[src/esol_regs.svh]
// register offsets, field positions, reset values and timing counts
// assumes a 10 MHz system clock and a 32-bit APB register bus
`ifndef ESOL_REGS_SVH
`define ESOL_REGS_SVH

// register byte offsets
`define ESOL_OFS_CTRL      8'h00
`define ESOL_OFS_CRANK_SPD 8'h04
`define ESOL_OFS_LOAD_SPD  8'h08
`define ESOL_OFS_COOL_DLY  8'h0C
`define ESOL_OFS_KICK      8'h10
`define ESOL_OFS_STATUS    8'h14

// control register fields
`define ESOL_CTRL_VARIANT  0
`define ESOL_CTRL_FUEL_GAS 1

// status register fields
`define ESOL_ST_RUNNING    0
`define ESOL_ST_IGNITION   1
`define ESOL_ST_UNLOAD     2
`define ESOL_ST_COOLING    3
`define ESOL_ST_FUEL       4
`define ESOL_ST_PUMP       5
`define ESOL_ST_ALIVE      6
`define ESOL_ST_LOAD       7
`define ESOL_ST_FW_OK      8

// reset values
`define ESOL_RST_CTRL      2'h0
`define ESOL_RST_CRANK_SPD 16'h0190
`define ESOL_RST_LOAD_SPD  16'h0320
`define ESOL_RST_COOL_DLY  16'h003C

// timing
`define ESOL_CLK_PERIOD_NS  100
`define ESOL_TICK_PERIOD_NS 10000000
`define ESOL_TICK_MS        10
`define ESOL_UNLOAD_MS      1000
`define ESOL_ALIVE_HALF_MS  250
`define ESOL_ALIVE_TMO_MS   1000
`define ESOL_IGN_RPM        16'h001E
`define ESOL_MS_PER_SEC     1000

`endif

[src/esol_pkg.sv]
// types shared by the engine state output logic
// assumes the sequencer reports its state with these codes
package esol_pkg;
   // engine sequence state as reported by the sequencer
   typedef enum logic [2:0] {
      ESOL_SEQ_IDLE  = 3'b000,
      ESOL_SEQ_CRANK = 3'b001,
      ESOL_SEQ_PAUSE = 3'b010,
      ESOL_SEQ_RUN   = 3'b011,
      ESOL_SEQ_COOL  = 3'b100,
      ESOL_SEQ_STOP  = 3'b101
   } esol_seq_t;

   // unload pulse sequencing
   typedef enum logic [1:0] {
      ESOL_UL_IDLE  = 2'b00,
      ESOL_UL_PULSE = 2'b01,
      ESOL_UL_GO    = 2'b10
   } esol_ul_t;
endpackage

[src/esol_sync.sv]
// two-flop synchroniser with rising edge detect
// assumes inputs may change at any time relative to clk_i
`timescale 1ns/1ps
module esol_sync #(
   parameter int W = 2
) (
   input  wire logic         clk_i,
   input  wire logic         sys_rst_i,
   input  wire logic [W-1:0] async_i,
   output logic      [W-1:0] level_o,
   output logic      [W-1:0] rise_o
);
   logic [W-1:0] meta_reg;   // first stage, read only by second
   logic [W-1:0] sync_reg;   // settled level
   logic [W-1:0] prev_reg;   // for edge detect

   // synchroniser chain
   always_ff @(posedge clk_i) begin
      if (sys_rst_i) begin
         meta_reg <= '0;
         sync_reg <= '0;
         prev_reg <= '0;
      end else begin
         meta_reg <= async_i;
         sync_reg <= meta_reg;
         prev_reg <= sync_reg;
      end
   end

   assign level_o = sync_reg;
   assign rise_o  = sync_reg & ~prev_reg;
endmodule

[src/esol_tick.sv]
// prescaler giving one pulse per tick period
// assumes a free-running system clock
`timescale 1ns/1ps
module esol_tick #(
   parameter int TICK_CYCLES = 100000
) (
   input  wire logic clk_i,
   input  wire logic sys_rst_i,
   output logic      tick_o
);
   logic [23:0] cnt_reg;   // cycles left in this tick

   // refuse counts the counter cannot hold
   if (TICK_CYCLES < 2 || TICK_CYCLES > 16777215) begin : g_chk
      $error("esol_tick: TICK_CYCLES out of range");
   end

   // down counter, pulse on wrap
   always_ff @(posedge clk_i) begin
      if (sys_rst_i) begin
         cnt_reg <= 24'h000000;
         tick_o  <= 1'b0;
      end else if (cnt_reg == 24'h000000) begin
         cnt_reg <= 24'(TICK_CYCLES - 1);
         tick_o  <= 1'b1;
      end else begin
         cnt_reg <= cnt_reg - 24'h000001;
         tick_o  <= 1'b0;
      end
   end
endmodule

[src/esol_top.sv]
// engine state output logic: running, ignition, unload, cooling, fuel,
// coolant pump, alive toggle and load-close outputs, set up over APB
// assumes speed and sequence state are synchronous to clk_i
`timescale 1ns/1ps
`include "esol_regs.svh"
module esol_top import esol_pkg::*; #(
   parameter int TICK_CYCLES = `ESOL_TICK_PERIOD_NS / `ESOL_CLK_PERIOD_NS
) (
   input  wire logic        clk_i,
   input  wire logic        sys_rst_i,
   // apb slave
   input  wire logic        psel_i,
   input  wire logic        penable_i,
   input  wire logic        pwrite_i,
   input  wire logic [7:0]  paddr_i,
   input  wire logic [31:0] pwdata_i,
   output logic      [31:0] prdata_o,
   output logic             pready_o,
   output logic             pslverr_o,
   // engine side
   input  wire logic [15:0] speed_i,          // measured rpm
   input  wire logic [2:0]  seq_state_i,      // sequencer state code
   input  wire logic        stop_req_i,       // sequencer wants to leave running
   input  wire logic        panel_button_i,   // on/off button
   input  wire logic        remote_run_input_i,
   input  wire logic        remote_release_i,
   input  wire logic        remote_open_i,    // remote open command
   output logic             cool_go_o,        // sequencer may enter cooling
   output logic             running_o,
   output logic             ignition_o,
   output logic             unload_o,
   output logic             cooling_o,
   output logic             fuel_o,
   output logic             pump_o,
   output logic             alive_o,
   output logic             load_o
);
   localparam logic [23:0] UL_TICKS  = 24'(`ESOL_UNLOAD_MS / `ESOL_TICK_MS);
   localparam logic [23:0] HALF_TKS  = 24'(`ESOL_ALIVE_HALF_MS / `ESOL_TICK_MS);
   localparam logic [23:0] TMO_TICKS = 24'(`ESOL_ALIVE_TMO_MS / `ESOL_TICK_MS);

   // milliseconds to ticks, cut to counter width
   function automatic logic [23:0] ms_to_ticks(input logic [31:0] ms);
      logic [31:0] t;
      t = ms / 32'(`ESOL_TICK_MS);
      return t[23:0];
   endfunction

   logic        tick;            // one pulse per tick
   logic [3:0]  in_lvl;          // synchronised levels
   logic [3:0]  in_rise;         // synchronised rising edges
   logic        btn_rise;        // panel button press
   logic        rem_lvl;         // remote run closed
   logic        rem_rise;        // remote run closing
   logic        rel_lvl;         // remote release closed
   logic        ropen_rise;      // remote open command
   esol_seq_t   seq;             // decoded sequencer state
   logic        spd_zero;        // engine stopped
   logic        above_load;      // above permit speed
   logic        below_load;      // below permit speed

   // configuration and status registers
   logic [1:0]  ctrl_reg;        // variant and fuel mode
   logic [15:0] crank_spd_reg;   // crank success speed
   logic [15:0] load_spd_reg;    // load permit speed
   logic [15:0] cool_dly_reg;    // post stop coolant delay, seconds
   logic        running_reg;
   logic        ignition_reg;
   logic        unload_reg;
   logic        cooling_reg;
   logic        fuel_reg;
   logic        pump_reg;
   logic        alive_reg;
   logic        load_reg;
   logic        cool_go_reg;
   esol_ul_t    ul_reg;          // unload sequencing state
   logic [23:0] ul_cnt_reg;      // unload ticks elapsed
   logic [23:0] pump_cnt_reg;    // coolant ticks left
   logic [23:0] alive_cnt_reg;   // ticks to next toggle
   logic [23:0] tmo_cnt_reg;     // ticks of firmware life left
   logic [31:0] prdata_reg;
   logic        pready_reg;
   logic        pslverr_reg;
   logic        wr_en;           // write in access phase
   logic        rd_en;           // read in access phase
   logic        hit;             // mapped address

   // inputs through the synchroniser before any edge is looked at
   esol_sync #(.W(4)) u_sync (
      .clk_i    (clk_i),
      .sys_rst_i(sys_rst_i),
      .async_i  ({remote_open_i, remote_release_i, remote_run_input_i,
                  panel_button_i}),
      .level_o  (in_lvl),
      .rise_o   (in_rise)
   );

   // tick source for all second-scale timing
   esol_tick #(.TICK_CYCLES(TICK_CYCLES)) u_tick (
      .clk_i    (clk_i),
      .sys_rst_i(sys_rst_i),
      .tick_o   (tick)
   );

   assign btn_rise   = in_rise[0];
   assign rem_lvl    = in_lvl[1];
   assign rem_rise   = in_rise[1];
   assign rel_lvl    = in_lvl[2];
   assign ropen_rise = in_rise[3];
   assign seq        = esol_seq_t'(seq_state_i);
   assign spd_zero   = (speed_i == 16'h0000);
   assign above_load = (speed_i > load_spd_reg);
   assign below_load = (speed_i < load_spd_reg);

   // apb decode; the extra wait state lets every answer come from a flop
   assign wr_en = psel_i & penable_i & pwrite_i & ~pready_reg;
   assign rd_en = psel_i & penable_i & ~pwrite_i & ~pready_reg;
   always_comb begin
      case (paddr_i)
         `ESOL_OFS_CTRL, `ESOL_OFS_CRANK_SPD, `ESOL_OFS_LOAD_SPD,
         `ESOL_OFS_COOL_DLY, `ESOL_OFS_KICK, `ESOL_OFS_STATUS: hit = 1'b1;
         default: hit = 1'b0;
      endcase
   end

   // apb answer: ready one cycle into access, error on unmapped
   always_ff @(posedge clk_i) begin
      if (sys_rst_i) begin
         pready_reg  <= 1'b0;
         pslverr_reg <= 1'b0;
         prdata_reg  <= 32'h00000000;
      end else begin
         pready_reg  <= wr_en | rd_en;
         pslverr_reg <= (wr_en | rd_en) & ~hit;
         if (rd_en) begin
            case (paddr_i)
               `ESOL_OFS_CTRL:      prdata_reg <= {30'h00000000, ctrl_reg};
               `ESOL_OFS_CRANK_SPD: prdata_reg <= {16'h0000, crank_spd_reg};
               `ESOL_OFS_LOAD_SPD:  prdata_reg <= {16'h0000, load_spd_reg};
               `ESOL_OFS_COOL_DLY:  prdata_reg <= {16'h0000, cool_dly_reg};
               `ESOL_OFS_STATUS:    prdata_reg <= {23'h000000,
                  tmo_cnt_reg != 24'h000000, load_reg, alive_reg, pump_reg,
                  fuel_reg, cooling_reg, unload_reg, ignition_reg, running_reg};
               default:             prdata_reg <= 32'h00000000;  // kick reads zero
            endcase
         end else begin
            prdata_reg <= 32'h00000000;
         end
      end
   end

   // configuration writes
   always_ff @(posedge clk_i) begin
      if (sys_rst_i) begin
         ctrl_reg      <= `ESOL_RST_CTRL;
         crank_spd_reg <= `ESOL_RST_CRANK_SPD;
         load_spd_reg  <= `ESOL_RST_LOAD_SPD;
         cool_dly_reg  <= `ESOL_RST_COOL_DLY;
      end else if (wr_en) begin
         case (paddr_i)
            `ESOL_OFS_CTRL:      ctrl_reg      <= pwdata_i[1:0];
            `ESOL_OFS_CRANK_SPD: crank_spd_reg <= pwdata_i[15:0];
            `ESOL_OFS_LOAD_SPD:  load_spd_reg  <= pwdata_i[15:0];
            `ESOL_OFS_COOL_DLY:  cool_dly_reg  <= pwdata_i[15:0];
            default: ;                        // kick and status store nothing
         endcase
      end
   end

   // engine running; zero speed wins so a stalled engine always clears
   always_ff @(posedge clk_i) begin
      if (sys_rst_i) begin
         running_reg <= 1'b0;
      end else if (spd_zero) begin
         running_reg <= 1'b0;
      end else if (speed_i > crank_spd_reg) begin
         running_reg <= 1'b1;
      end
   end

   // ignition follows cranking above the firing threshold
   always_ff @(posedge clk_i) begin
      if (sys_rst_i) begin
         ignition_reg <= 1'b0;
      end else if (seq == ESOL_SEQ_PAUSE || spd_zero) begin
         ignition_reg <= 1'b0;
      end else if (seq == ESOL_SEQ_CRANK && speed_i > `ESOL_IGN_RPM) begin
         ignition_reg <= 1'b1;
      end
   end

   // unload pulse; the sequencer waits for cool_go before it changes state
   always_ff @(posedge clk_i) begin
      if (sys_rst_i) begin
         ul_reg      <= ESOL_UL_IDLE;
         ul_cnt_reg  <= 24'h000000;
         unload_reg  <= 1'b0;
         cool_go_reg <= 1'b0;
      end else begin
         case (ul_reg)
            ESOL_UL_IDLE: begin
               cool_go_reg <= 1'b0;
               ul_cnt_reg  <= 24'h000000;
               if (stop_req_i && seq == ESOL_SEQ_RUN) begin
                  ul_reg     <= ESOL_UL_PULSE;
                  unload_reg <= 1'b1;
               end
            end
            ESOL_UL_PULSE: begin
               // length is fixed; not a setting
               if (tick) begin
                  ul_cnt_reg <= ul_cnt_reg + 24'h000001;
               end
               if (tick && ul_cnt_reg == UL_TICKS - 24'h000001) begin
                  ul_reg      <= ESOL_UL_GO;
                  unload_reg  <= 1'b0;
                  cool_go_reg <= 1'b1;
               end
            end
            ESOL_UL_GO: begin
               cool_go_reg <= 1'b0;
               ul_reg      <= ESOL_UL_IDLE;
            end
            default: begin
               ul_reg      <= ESOL_UL_IDLE;
               unload_reg  <= 1'b0;
               cool_go_reg <= 1'b0;
            end
         endcase
      end
   end

   // cooling output held through the cooling state until speed is zero
   always_ff @(posedge clk_i) begin
      if (sys_rst_i) begin
         cooling_reg <= 1'b0;
      end else if (spd_zero) begin
         cooling_reg <= 1'b0;
      end else if (seq == ESOL_SEQ_COOL) begin
         cooling_reg <= 1'b1;
      end
   end

   // fuel valve: diesel opens from cranking on, gas waits for firing speed
   always_ff @(posedge clk_i) begin
      if (sys_rst_i) begin
         fuel_reg <= 1'b0;
      end else begin
         case (seq)
            ESOL_SEQ_CRANK: fuel_reg <= ctrl_reg[`ESOL_CTRL_FUEL_GAS] ?
                                        (speed_i > `ESOL_IGN_RPM) : 1'b1;
            ESOL_SEQ_RUN,
            ESOL_SEQ_COOL:  fuel_reg <= 1'b1;
            default:        fuel_reg <= 1'b0;
         endcase
      end
   end

   // coolant pump with post-stop run-on counted in ticks
   always_ff @(posedge clk_i) begin
      if (sys_rst_i) begin
         pump_reg     <= 1'b0;
         pump_cnt_reg <= 24'h000000;
      end else if (!spd_zero && speed_i > crank_spd_reg) begin
         pump_reg     <= 1'b1;
         pump_cnt_reg <= ms_to_ticks(32'(cool_dly_reg) * `ESOL_MS_PER_SEC);
      end else if (spd_zero && !running_reg && pump_reg) begin
         // run-on after stop; a zero delay drops the pump at once
         if (pump_cnt_reg == 24'h000000) begin
            pump_reg <= 1'b0;
         end else if (tick) begin
            pump_cnt_reg <= pump_cnt_reg - 24'h000001;
         end
      end
   end

   // firmware life: each kick write restores the timeout
   always_ff @(posedge clk_i) begin
      if (sys_rst_i) begin
         tmo_cnt_reg <= 24'h000000;
      end else if (wr_en && paddr_i == `ESOL_OFS_KICK) begin
         tmo_cnt_reg <= TMO_TICKS;
      end else if (tick && tmo_cnt_reg != 24'h000000) begin
         tmo_cnt_reg <= tmo_cnt_reg - 24'h000001;
      end
   end

   // alive toggle, frozen once firmware stops kicking
   always_ff @(posedge clk_i) begin
      if (sys_rst_i) begin
         alive_reg     <= 1'b0;
         alive_cnt_reg <= HALF_TKS;
      end else if (tmo_cnt_reg != 24'h000000 && tick) begin
         if (alive_cnt_reg == 24'h000001) begin
            alive_reg     <= ~alive_reg;
            alive_cnt_reg <= HALF_TKS;
         end else begin
            alive_cnt_reg <= alive_cnt_reg - 24'h000001;
         end
      end
   end

   // load close; opening on low speed has top priority in both variants
   always_ff @(posedge clk_i) begin
      if (sys_rst_i) begin
         load_reg <= 1'b0;
      end else if (below_load) begin
         load_reg <= 1'b0;
      end else if (!ctrl_reg[`ESOL_CTRL_VARIANT]) begin
         if (rem_lvl && above_load) begin
            load_reg <= 1'b1;
         end else if (btn_rise && load_reg && !rem_lvl) begin
            load_reg <= 1'b0;
         end else if (btn_rise && above_load) begin
            load_reg <= 1'b1;
         end
      end else begin
         if (ropen_rise && rel_lvl) begin
            load_reg <= 1'b0;
         end else if ((rem_rise || btn_rise) && load_reg) begin
            load_reg <= 1'b0;
         end else if ((rem_rise || btn_rise) && seq == ESOL_SEQ_RUN && above_load) begin
            load_reg <= 1'b1;
         end
      end
   end

   assign prdata_o   = prdata_reg;
   assign pready_o   = pready_reg;
   assign pslverr_o  = pslverr_reg;
   assign cool_go_o  = cool_go_reg;
   assign running_o  = running_reg;
   assign ignition_o = ignition_reg;
   assign unload_o   = unload_reg;
   assign cooling_o  = cooling_reg;
   assign fuel_o     = fuel_reg;
   assign pump_o     = pump_reg;
   assign alive_o    = alive_reg;
   assign load_o     = load_reg;
endmodule

[config.mk]
export PLATFORM = sky130hd
export DESIGN_NAME = esol_top
export DESIGN_NICKNAME = d
export VERILOG_FILES = /design/src/esol_pkg.sv /design/src/esol_sync.sv /design/src/esol_tick.sv /design/src/esol_top.sv
export VERILOG_INCLUDE_DIRS = /design/src /design/src/src
export SDC_FILE = /design/constraint.sdc
export NUM_CORES = 1
export LEC_CHECK = 0
export BUFFER_PORTS_ARGS = -buffer_cell sky130_fd_sc_hd__buf_2
export CAP_MARGIN = 15
export CORE_AREA = 2 2 186 188
export CTS_CLUSTER_SIZE = 8
export DETAILED_ROUTE_END_ITERATION = 8
export DIE_AREA = 0 0 188 190
export PLACE_DENSITY_LB_ADDON = 0.12
export SYNTH_ARGS = -nofsm -noshare
export SYNTH_HDL_FRONTEND = slang
export SYNTH_SLANG_ARGS = --single-unit
[constraint.sdc]
create_clock -name clk_i -period 15.89 [get_ports clk_i]
set_input_delay 0 -clock clk_i [delete_from_list [all_inputs] [get_ports clk_i]]
set_output_delay 0 -clock clk_i [all_outputs]
set_load 0.005 [all_outputs]
==> flow_metrics.env, run 1 <==
export IMPL_wire_per_inst_um=16.1
export IMPL_path_class="reg -> reg"
export IMPL_layout_nets=2430
export IMPL_combPwrFrac_pct=22.3
export IMPL_path_clk_slew_ps=50
export IMPL_finalCritPeriodShare_pct=92.3
export IMPL_maxSlewHeadroom_pct=26.0
export IMPL_core_rowCount=68
export IMPL_cap_viol_max_count=0
export IMPL_clk_insertion_delay_late_ps=560
export IMPL_total_power_mw=1.50
export IMPL_root_buffer="clkbuf_16"
export IMPL_drtIter0Drc=1038
export IMPL_critPathMaxStageDelay_ps=770
export IMPL_ir_drop_v=0.0000844
export IMPL_power_density_nw_per_um2=80.4
export IMPL_cp_common_cell="fa_1"
export IMPL_syn_to_final_growth_pct=11.3
export IMPL_ys_seq_area_share_pct=25.2
export IMPL_drtAntennaViolNets=0
export IMPL_synth_mux_area_fraction_pct=1.42
export IMPL_hp_class="in -> reg"
export IMPL_pwr_share_seq_pct=39.8
export IMPL_crit_fanout=22
export IMPL_power_share_clock_pct=37.9
export IMPL_intPower_mw=1.04
export IMPL_die_height_um=190
export IMPL_grt_max_degree=87
export IMPL_synth_seq_cells=211
export IMPL_yosysWarnings=0
export IMPL_synthAdderAreaFrac_pct=13.6
export IMPL_grt_overflow_total=0
export IMPL_initial_core_util_pct=49.3
export IMPL_cts_tree="done"
export IMPL_grt_pass1_vias=14820
export IMPL_cts_sinks=211
export IMPL_mostFrequentLayoutCell="nand2_1"
export IMPL_syn_area_um2=16700
export IMPL_synthSimpleGateAreaFrac_pct=23.8
export IMPL_period_needed_ps=14670
export IMPL_avgSynthCellArea_um2=7.84
export IMPL_switching_share_pct=30.2
export IMPL_synth_cells=2136
export IMPL_fill_cells=3207
export IMPL_fmaxAchievable_mhz=68.2
export IMPL_antenna_found_initial=0
export IMPL_hpwlAfterDp_um=30800
export IMPL_via_per_inst=5.85
export IMPL_synth_compound_area_share_pct=21.9
export IMPL_drive_gt1_share_pct=8.49
export IMPL_fp_dieArea_um2=35700
export IMPL_layout_common_cells="nand2_1 (225), nor2_1 (213), dfxtp_1 (211)"
export IMPL_synth_largest_area_cell="dfxtp_1"
export IMPL_slew_viol_final=0
export IMPL_tns_ps=0
export IMPL_arrival_ps=15120
export IMPL_rsz0062_at_grt="false"
export IMPL_crit_required_ps=16330
export IMPL_final_setup_skew_ps=15.2
export IMPL_cts_buffers=30
export IMPL_place_gp_congestion=0.906
export IMPL_drc=0
export IMPL_status="finished clean"
export IMPL_finalSetupViolations=0
export IMPL_wl_um=43000
export IMPL_synth_edf_count=0
export IMPL_drtPass1Iterations=5
export IMPL_clk_path_buf_depth=3
export IMPL_cts_resized=0
export IMPL_diodes=0
export IMPL_hold_viol_final=0
export IMPL_portBuffers=79
export IMPL_die_w_um=188
export IMPL_cp_slowest_cell="o2111a_1"
export IMPL_synth_distinct_cells=103
export IMPL_grt_pass1_wl_um=72200
export IMPL_vias=15624
export IMPL_io_pin_count=112
export IMPL_track_usage_pct=23.7
export IMPL_synthArstFlopShare_pct=0
export IMPL_cp_start_kind="register"
export IMPL_synth_top_area_share_pct=25.2
export IMPL_core_um2=33900
export IMPL_synth_area_leaders="dfxtp_1 (25%), ha_1 (7.1%), fa_1 (6.5%)"
export IMPL_leakage_nw=7.46
export IMPL_htree_levels=1
export IMPL_p_sw_mw=0.451
export IMPL_synth_top_family_by_area="simple AND/OR/NAND/NOR gates"
export IMPL_synth_xor_area_share_pct=7.35
export IMPL_synthFlopType="dfxtp_1"
export IMPL_endpoint_kind="register"
export IMPL_worstMarginPinSlew_ps=1100
critical path: cells and delay by family, from the launching register on:
| kind | cells | cell delay [ps] |
|---|---|---|
| AOI/OAI and AO/OA | 25 | 7870 |
| and+or+nand+nor | 10 | 2790 |
| adders and majority gates | 6 | 2540 |
| DFF | 1 | 690 |
| buffers and inverters | 4 | 640 |
kinds of logic after synthesis:
logic type      Yosys count
simple gates            827
buf+inv                 258
mux                      23
other cells               1
compound gates          528
fa+ha+maj               150
xor+xnor                138
flops                   211
power by group through the flow:
stage                     combinational, mW  clock [mW]  sequential (mW)
after CTS                             0.332       0.582            0.595
final                                 0.334       0.567            0.595
after detailed placement              0.321           0            0.605
after global routing                  0.376       0.603            0.600
after global placement                0.315           0            0.603
after floorplan                       0.263           0            0.597
cell usage after synthesis (26+ instances only):
master	number
nand2_1	225
nor2_1	213
dfxtp_1	211
a21oi_1	151
inv_1	136
ha_1	95
xnor2_1	89
o21ai_0	84
nor3_1	76
clkbuf_1	75
nand3_1	66
fa_1	54
xor2_1	47
nor4_1	41
a211oi_1	30
or3_1	27
buf_4	26
worst paths after layout:
check                                                    from                           end  slack, ps  cells after the start
worst max-delay path             cool_dly_reg[1]$_SDFFE_PP0P_  pump_cnt_reg[0]$_SDFFE_PP0P_       1220                     45
worst min-delay path                               speed_i[0]        cooling_o$_SDFFE_PP0N_         60                      4
worst max register to register   cool_dly_reg[1]$_SDFFE_PP0P_  pump_cnt_reg[0]$_SDFFE_PP0P_       1220                     45
worst min register to register  u_sync.meta_reg[1]$_SDFF_PP0_  u_sync.level_o[1]$_SDFF_PP0_        440                      1
metrics by stage:
step	hold WS, ps	setup WS [ps]	std cells	util, %	instance area (um2)
global route	83.5	79.7	2670	54.8	18600
CTS	31.8	1290	2666	54.8	18600
floorplan	108	3530	2151	-	16800
global placement	213	1510	2587	51.1	17300
finish	63.7	1220	2670	54.8	18600
detailed placement	224	1350	2587	51.1	17300
repair_timing:
item,4_1_cts,5_1_grt
hold buffers,44,0
endpoints found under the hold margin,96,0
buffers inserted,0,3
endpoints found under the setup margin,0,2
final cells by class:
| class | instances | area [um2] | share of cell area [%] |
|---|---|---|---|
| Clock buffer | 34 | 776 | 4.17 |
| Sequential cell | 211 | 4220 | 22.7 |
| Tap cell | 455 | 569 | 3.06 |
| Inverter | 136 | 510 | 2.74 |
| Multi-Input combinational cell | 1682 | 11500 | 61.6 |
| Timing Repair Buffer | 151 | 1050 | 5.63 |
| Clock inverter | 1 | 30.0 | 0.161 |
per-layer routing:
layer | vias up | GRT usage (%) | part of all wire [%]
met5 | - | 0 | 0
met4 | 0 | 6.30 | 1.7
met3 | 60 | 3.01 | 4.7
met2 | 425 | 39.4 | 46
met1 | 7400 | 32.4 | 47
li1 | 7739 | - | -
No activity file was read; power rests on OpenSTA's default activity.
==> run 2: changes to the inputs <==
--- a/config.mk
+++ b/config.mk
@@ -10,6 +10,6 @@
 export CAP_MARGIN = 15
-export CORE_AREA = 2 2 186 188
+export CORE_AREA = 2 2 184 186
 export CTS_CLUSTER_SIZE = 8
 export DETAILED_ROUTE_END_ITERATION = 8
-export DIE_AREA = 0 0 188 190
+export DIE_AREA = 0 0 186 188
 export PLACE_DENSITY_LB_ADDON = 0.12
@@ -17,2 +17,3 @@
 export SYNTH_HDL_FRONTEND = slang
+export SYNTH_HIERARCHICAL = 1
 export SYNTH_SLANG_ARGS = --single-unit
==> constraint.sdc (replaced) <==
create_clock -name clk_i -period 15.89 [get_ports clk_i]
set_input_delay 3.178 -clock clk_i [delete_from_list [all_inputs] [get_ports clk_i]]
set_output_delay 3.178 -clock clk_i [all_outputs]
set_load 0.005 [all_outputs]
==> flow_metrics.env, run 2 <==
export IMPL_mostFrequentLayoutCell="dfxtp_1"
export IMPL_grt_pass1_wl_um=68700
export IMPL_path_buf_inv=3
export IMPL_io_pin_count=112
export IMPL_syn_area_um2=16300
export IMPL_cts_buffers=30
export IMPL_cp_slowest_cell="o32ai_4"
export IMPL_path_delay_family="compound AO/OA/AOI/OAI gates"
export IMPL_antenna_found_initial=0
export IMPL_rsz0062_at_grt="false"
export IMPL_maxSlewHeadroom_pct=26.9
export IMPL_path_clk_slew_ps=50
export IMPL_critPathMaxStageDelay_ps=780
export IMPL_drc=0
export IMPL_cp_common_cell="fa_1"
export IMPL_htree_levels=1
export IMPL_tns_ps=0
export IMPL_core_rowCount=67
export IMPL_p_sw_mw=0.493
export IMPL_finalCritPeriodShare_pct=86.0
export IMPL_status="finished clean"
export IMPL_core_um2=33100
export IMPL_cp_start_kind="register"
export IMPL_layout_nets=2266
export IMPL_drtAntennaViolNets=0
export IMPL_cts_hold_buf=0
export IMPL_intPower_mw=1.05
export IMPL_synth_cells=2010
export IMPL_grt_overflow_total=0
export IMPL_wire_per_inst_um=16.3
export IMPL_drtPass1Iterations=5
export IMPL_leakage_nw=7.07
export IMPL_vias=14598
export IMPL_combPwrFrac_pct=25.3
export IMPL_placed_cell_area_um2=16900
export IMPL_switching_share_pct=31.9
export IMPL_die_height_um=188
export IMPL_clk_insertion_delay_late_ps=560
export IMPL_power_share_clock_pct=35.8
export IMPL_fmaxAchievable_mhz=73.2
export IMPL_setup_ws_ps=2230
export IMPL_crit_required_ps=16300
export IMPL_layout_common_cells="dfxtp_1 (211), nor2_1 (200), nand2_1 (200)"
export IMPL_drive_gt1_share_pct=11.4
export IMPL_hold_viol_final=0
export IMPL_slew_viol_final=0
export IMPL_track_usage_pct=23.5
export IMPL_cts_sinks=211
export IMPL_crit_fanout=16
export IMPL_postCtsSetupBuffers=0
export IMPL_avgSynthCellArea_um2=8.13
export IMPL_fp_dieArea_um2=35000
export IMPL_ir_drop_v=0.0000817
export IMPL_hp_class="reg -> reg"
export IMPL_cts_resized=0
export IMPL_yosysWarnings=6
export IMPL_post_place_ws_ps=2360
export IMPL_final_setup_skew_ps=19.2
export IMPL_cts_tree="done"
export IMPL_path_class="reg -> reg"
export IMPL_endpoint_kind="register"
export IMPL_arrival_ps=14070
export IMPL_via_per_inst=5.84
export IMPL_grt_pass1_vias=13853
export IMPL_period_needed_ps=13660
export IMPL_power_density_nw_per_um2=87.0
export IMPL_cap_viol_max_count=0
export IMPL_portBuffers=79
export IMPL_place_gp_congestion=0.853
export IMPL_clk_path_buf_depth=3
export IMPL_wl_um=40800
export IMPL_finalSetupViolations=0
export IMPL_die_w_um=186
export IMPL_root_buffer="clkbuf_16"
export IMPL_drtIter0Drc=764
export IMPL_initial_core_util_pct=49.3
export IMPL_pwr_share_seq_pct=38.9
export IMPL_fin_area_um2=17700
export IMPL_grt_max_degree=58
export IMPL_hpwlAfterDp_um=30900
export IMPL_syn_to_final_growth_pct=8.65
export IMPL_worstMarginPinSlew_ps=1090
run 2: worst reg2reg max path: cells and delay by family (launching register included):
family                   cells  cell delay, ps
AO/OA/AOI/OAI               15            4140
AND/OR/NAND/NOR             12            3900
adder cells (fa/ha/maj)      6            2700
XOR/XNOR                     3            1140
multiplexers                 2             650
flip-flops                   1             620
buffers and inverters        3             370
run 2: area by class of cell:
type                            instances  area [um2]
Sequential cell                       211        4220
Timing Repair Buffer                   91         488
Clock buffer                           31         764
Fill cell                            3241       15400
Clock inverter                          2        21.3
Tap cell                              448         561
Multi-Input combinational cell       1581       11200
Inverter                              133         499
Antenna cell                            1        2.50
run 2: power groups by stage:
stage	clock, mW	combinational (mW)	sequential, mW
after floorplan	0	0.319	0.601
after global routing	0.586	0.440	0.605
final	0.553	0.391	0.600
after global placement	0	0.382	0.608
after detailed placement	0	0.386	0.609
after CTS	0.566	0.388	0.599
run 2: per-stage QoR:
step | hold WS (ps) | utilization, % | power, mW | std cells
2_1_floorplan | 415 | - | 0.920 | 2025
3_3_place_gp | 419 | 51.2 | 0.990 | 2463
3_5_place_dp | 427 | 51.2 | 0.995 | 2463
4_1_cts | 439 | 53.6 | 1.55 | 2496
5_1_grt | 464 | 53.6 | 1.63 | 2497
6_report | 432 | 53.6 | 1.54 | 2498
run 2: layer usage:
| metal | track usage [%] | wire length [um] |
|---|---|---|
| met2 | 39.2 | 19000 |
| met3 | 3.13 | 1840 |
| met1 | 32.6 | 19300 |
| met5 | 0 | 0 |
| met4 | 4.66 | 671 |
run 2: final timing paths:
path                                                    start                            to  slack [ps]  cells past startpoint
worst max-delay path             cool_dly_reg[1]$_SDFFE_PP0P_  pump_cnt_reg[0]$_SDFFE_PP0P_        2230                     41
worst min-delay path            u_sync/meta_reg[0]$_SDFF_PP0_  u_sync/level_o[0]$_SDFF_PP0_         430                      1
worst max register to register   cool_dly_reg[1]$_SDFFE_PP0P_  pump_cnt_reg[0]$_SDFFE_PP0P_        2230                     41
worst min register to register  u_sync/meta_reg[0]$_SDFF_PP0_  u_sync/level_o[0]$_SDFF_PP0_         430                      1
==> run 3: changes to the inputs <==
- CORE_AREA: 2 2 184 186 -> 2 2 151 227
- DIE_AREA: 0 0 186 188 -> 0 0 153 229
==> flow_metrics.env, run 3 (synthesis results as in run 2) <==
export IMPL_setup_ws_ps=2140
export IMPL_p_sw_mw=0.504
export IMPL_drtPass1Iterations=7
export IMPL_vias=14549
export IMPL_ir_drop_v=0.0000752
export IMPL_status="finished clean"
export IMPL_cts_sinks=211
export IMPL_cts_tree="done"
export IMPL_root_buffer="clkbuf_16"
export IMPL_finalCritPeriodShare_pct=86.5
export IMPL_leakage_nw=7.08
export IMPL_cts_hold_buf=0
export IMPL_fill_cells=3209
export IMPL_intPower_mw=1.05
export IMPL_grt_pass1_wl_um=69800
export IMPL_reg2reg_to="pump_cnt_reg[0]$_SDFFE_PP0P_"
export IMPL_initial_core_util_pct=49.3
export IMPL_place_gp_congestion=0.859
export IMPL_mostFrequentLayoutCell="dfxtp_1"
export IMPL_period_needed_ps=13750
export IMPL_clk_insertion_delay_late_ps=570
export IMPL_critPathMaxStageDelay_ps=770
export IMPL_r2r_start="cool_dly_reg[1]$_SDFFE_PP0P_"
export IMPL_postCtsSetupBuffers=0
export IMPL_combPwrFrac_pct=25.2
export IMPL_path_clk_slew_ps=50
export IMPL_rsz0062_at_grt="false"
export IMPL_total_power_mw=1.55
export IMPL_cp_start_kind="register"
export IMPL_drtAntennaViolNets=0
export IMPL_multi_input_area_um2=11200
export IMPL_grt_overflow_total=0
export IMPL_power_density_nw_per_um2=87.6
export IMPL_cp_slowest_cell="o32ai_4"
export IMPL_endpoint_kind="register"
export IMPL_seq_area_um2=4220
export IMPL_fp_dieArea_um2=35000
export IMPL_die_height_um=229
export IMPL_layout_common_cells="dfxtp_1 (211), nor2_1 (200), nand2_1 (200)"
export IMPL_whs_path_depth=1
export IMPL_rr_worst_depth=41
export IMPL_drive_gt1_share_pct=11.5
export IMPL_arrival_ps=14140
export IMPL_track_usage_pct=23.4
export IMPL_hold_viol_final=0
export IMPL_via_per_inst=5.89
export IMPL_portBuffers=79
export IMPL_maxSlewHeadroom_pct=32.6
export IMPL_drtIter0Drc=802
export IMPL_min_to="u_sync/level_o[3]$_SDFF_PP0_"
export IMPL_place_inst=2438
export IMPL_io_pin_count=112
export IMPL_cap_viol_max_count=0
export IMPL_holdWs_ps=440
export IMPL_hold_start="u_sync/meta_reg[3]$_SDFF_PP0_"
export IMPL_path_class="reg -> reg"
export IMPL_die_w_um=153
export IMPL_wl_um=41700
export IMPL_instances_no_fill=2472
export IMPL_hp_class="reg -> reg"
export IMPL_crit_required_ps=16280
export IMPL_tns_ps=0
export IMPL_diodes=0
export IMPL_cp_common_cell="fa_1"
export IMPL_finalSetupViolations=0
export IMPL_htree_levels=1
export IMPL_power_share_clock_pct=36.1
export IMPL_core_um2=33100
export IMPL_core_rowCount=82
export IMPL_grt_max_degree=78
export IMPL_post_place_ws_ps=2290
export IMPL_cts_buffers=30
export IMPL_syn_to_final_growth_pct=8.58
export IMPL_cts_resized=0
export IMPL_clk_path_buf_depth=3
export IMPL_crit_fanout=16
export IMPL_r2r_slack_ps=2140
export IMPL_layout_nets=2268
export IMPL_wire_per_inst_um=16.9
export IMPL_worstMarginPinSlew_ps=1000
export IMPL_final_setup_skew_ps=23.1
export IMPL_hpwlAfterDp_um=31900
export IMPL_drc=0
export IMPL_fmaxAchievable_mhz=72.7
export IMPL_pwr_share_seq_pct=38.7
export IMPL_grt_pass1_vias=14359
export IMPL_switching_share_pct=32.4
export IMPL_slew_viol_final=0
export IMPL_antenna_found_initial=1
## run 3: metal layers
layer	share of wire, %	track usage [%]
met1	42	27.3
met2	52	44.2
met3	3.3	2.29
met4	2.8	8.04
met5	0.038	0
## run 3: worst max path at each step
stage	end	startpoint	slack, ps
after CTS	pump_cnt_reg[0]$_SDFFE_PP0P_	cool_dly_reg[1]$_SDFFE_PP0P_	2240
after global routing	pump_cnt_reg[0]$_SDFFE_PP0P_	cool_dly_reg[1]$_SDFFE_PP0P_	1220
final	pump_cnt_reg[0]$_SDFFE_PP0P_	cool_dly_reg[1]$_SDFFE_PP0P_	2140
after detailed placement	pump_cnt_reg[0]$_SDFFE_PP0P_	cool_dly_reg[1]$_SDFFE_PP0P_	2290
after global placement	pump_cnt_reg[0]$_SDFFE_PP0P_	cool_dly_reg[1]$_SDFFE_PP0P_	2530
after floorplan	pump_cnt_reg[0]$_SDFFE_PP0P_	cool_dly_reg[1]$_SDFFE_PP0P_	4580
## run 3: power groups by stage
stage / Sequential [mW] / Clock, mW / Combinational, mW
2_1_floorplan: 0.601 / 0 / 0.319
3_3_place_gp: 0.609 / 0 / 0.383
3_5_place_dp: 0.610 / 0 / 0.391
4_1_cts: 0.600 / 0.574 / 0.392
5_1_grt: 0.606 / 0.596 / 0.435
6_report: 0.600 / 0.561 / 0.392
## run 3: worst max-delay path: cells and delay by family, from the launching register on
family	cells	cell delay, ps
AOI/OAI and AO/OA	16	4140
and+or+nand+nor	10	3490
adders and majority gates	6	2660
muxes	4	1380
xor gates and xnor gates	2	830
DFF	1	640
buffers and inverters	3	400
## run 3: through the flow
stage / cell area (um2) / utilization, %
after global placement: 16900 / 51.1
final: 17700 / 53.5
after CTS: 17700 / 53.5
after floorplan: 16400 / -
after detailed placement: 16900 / 51.1
after global routing: 17700 / 53.5
## run 3: final cells by class
| class | instances | share of cell area [%] |
|---|---|---|
| tap | 420 | 2.96 |
| timing repair buffer | 93 | 2.84 |
| sequential | 211 | 23.8 |
| clock inverter | 2 | 0.198 |
| multi-input combinational | 1581 | 63.1 |
| clock buffer | 32 | 4.28 |
| inverter | 133 | 2.82 |
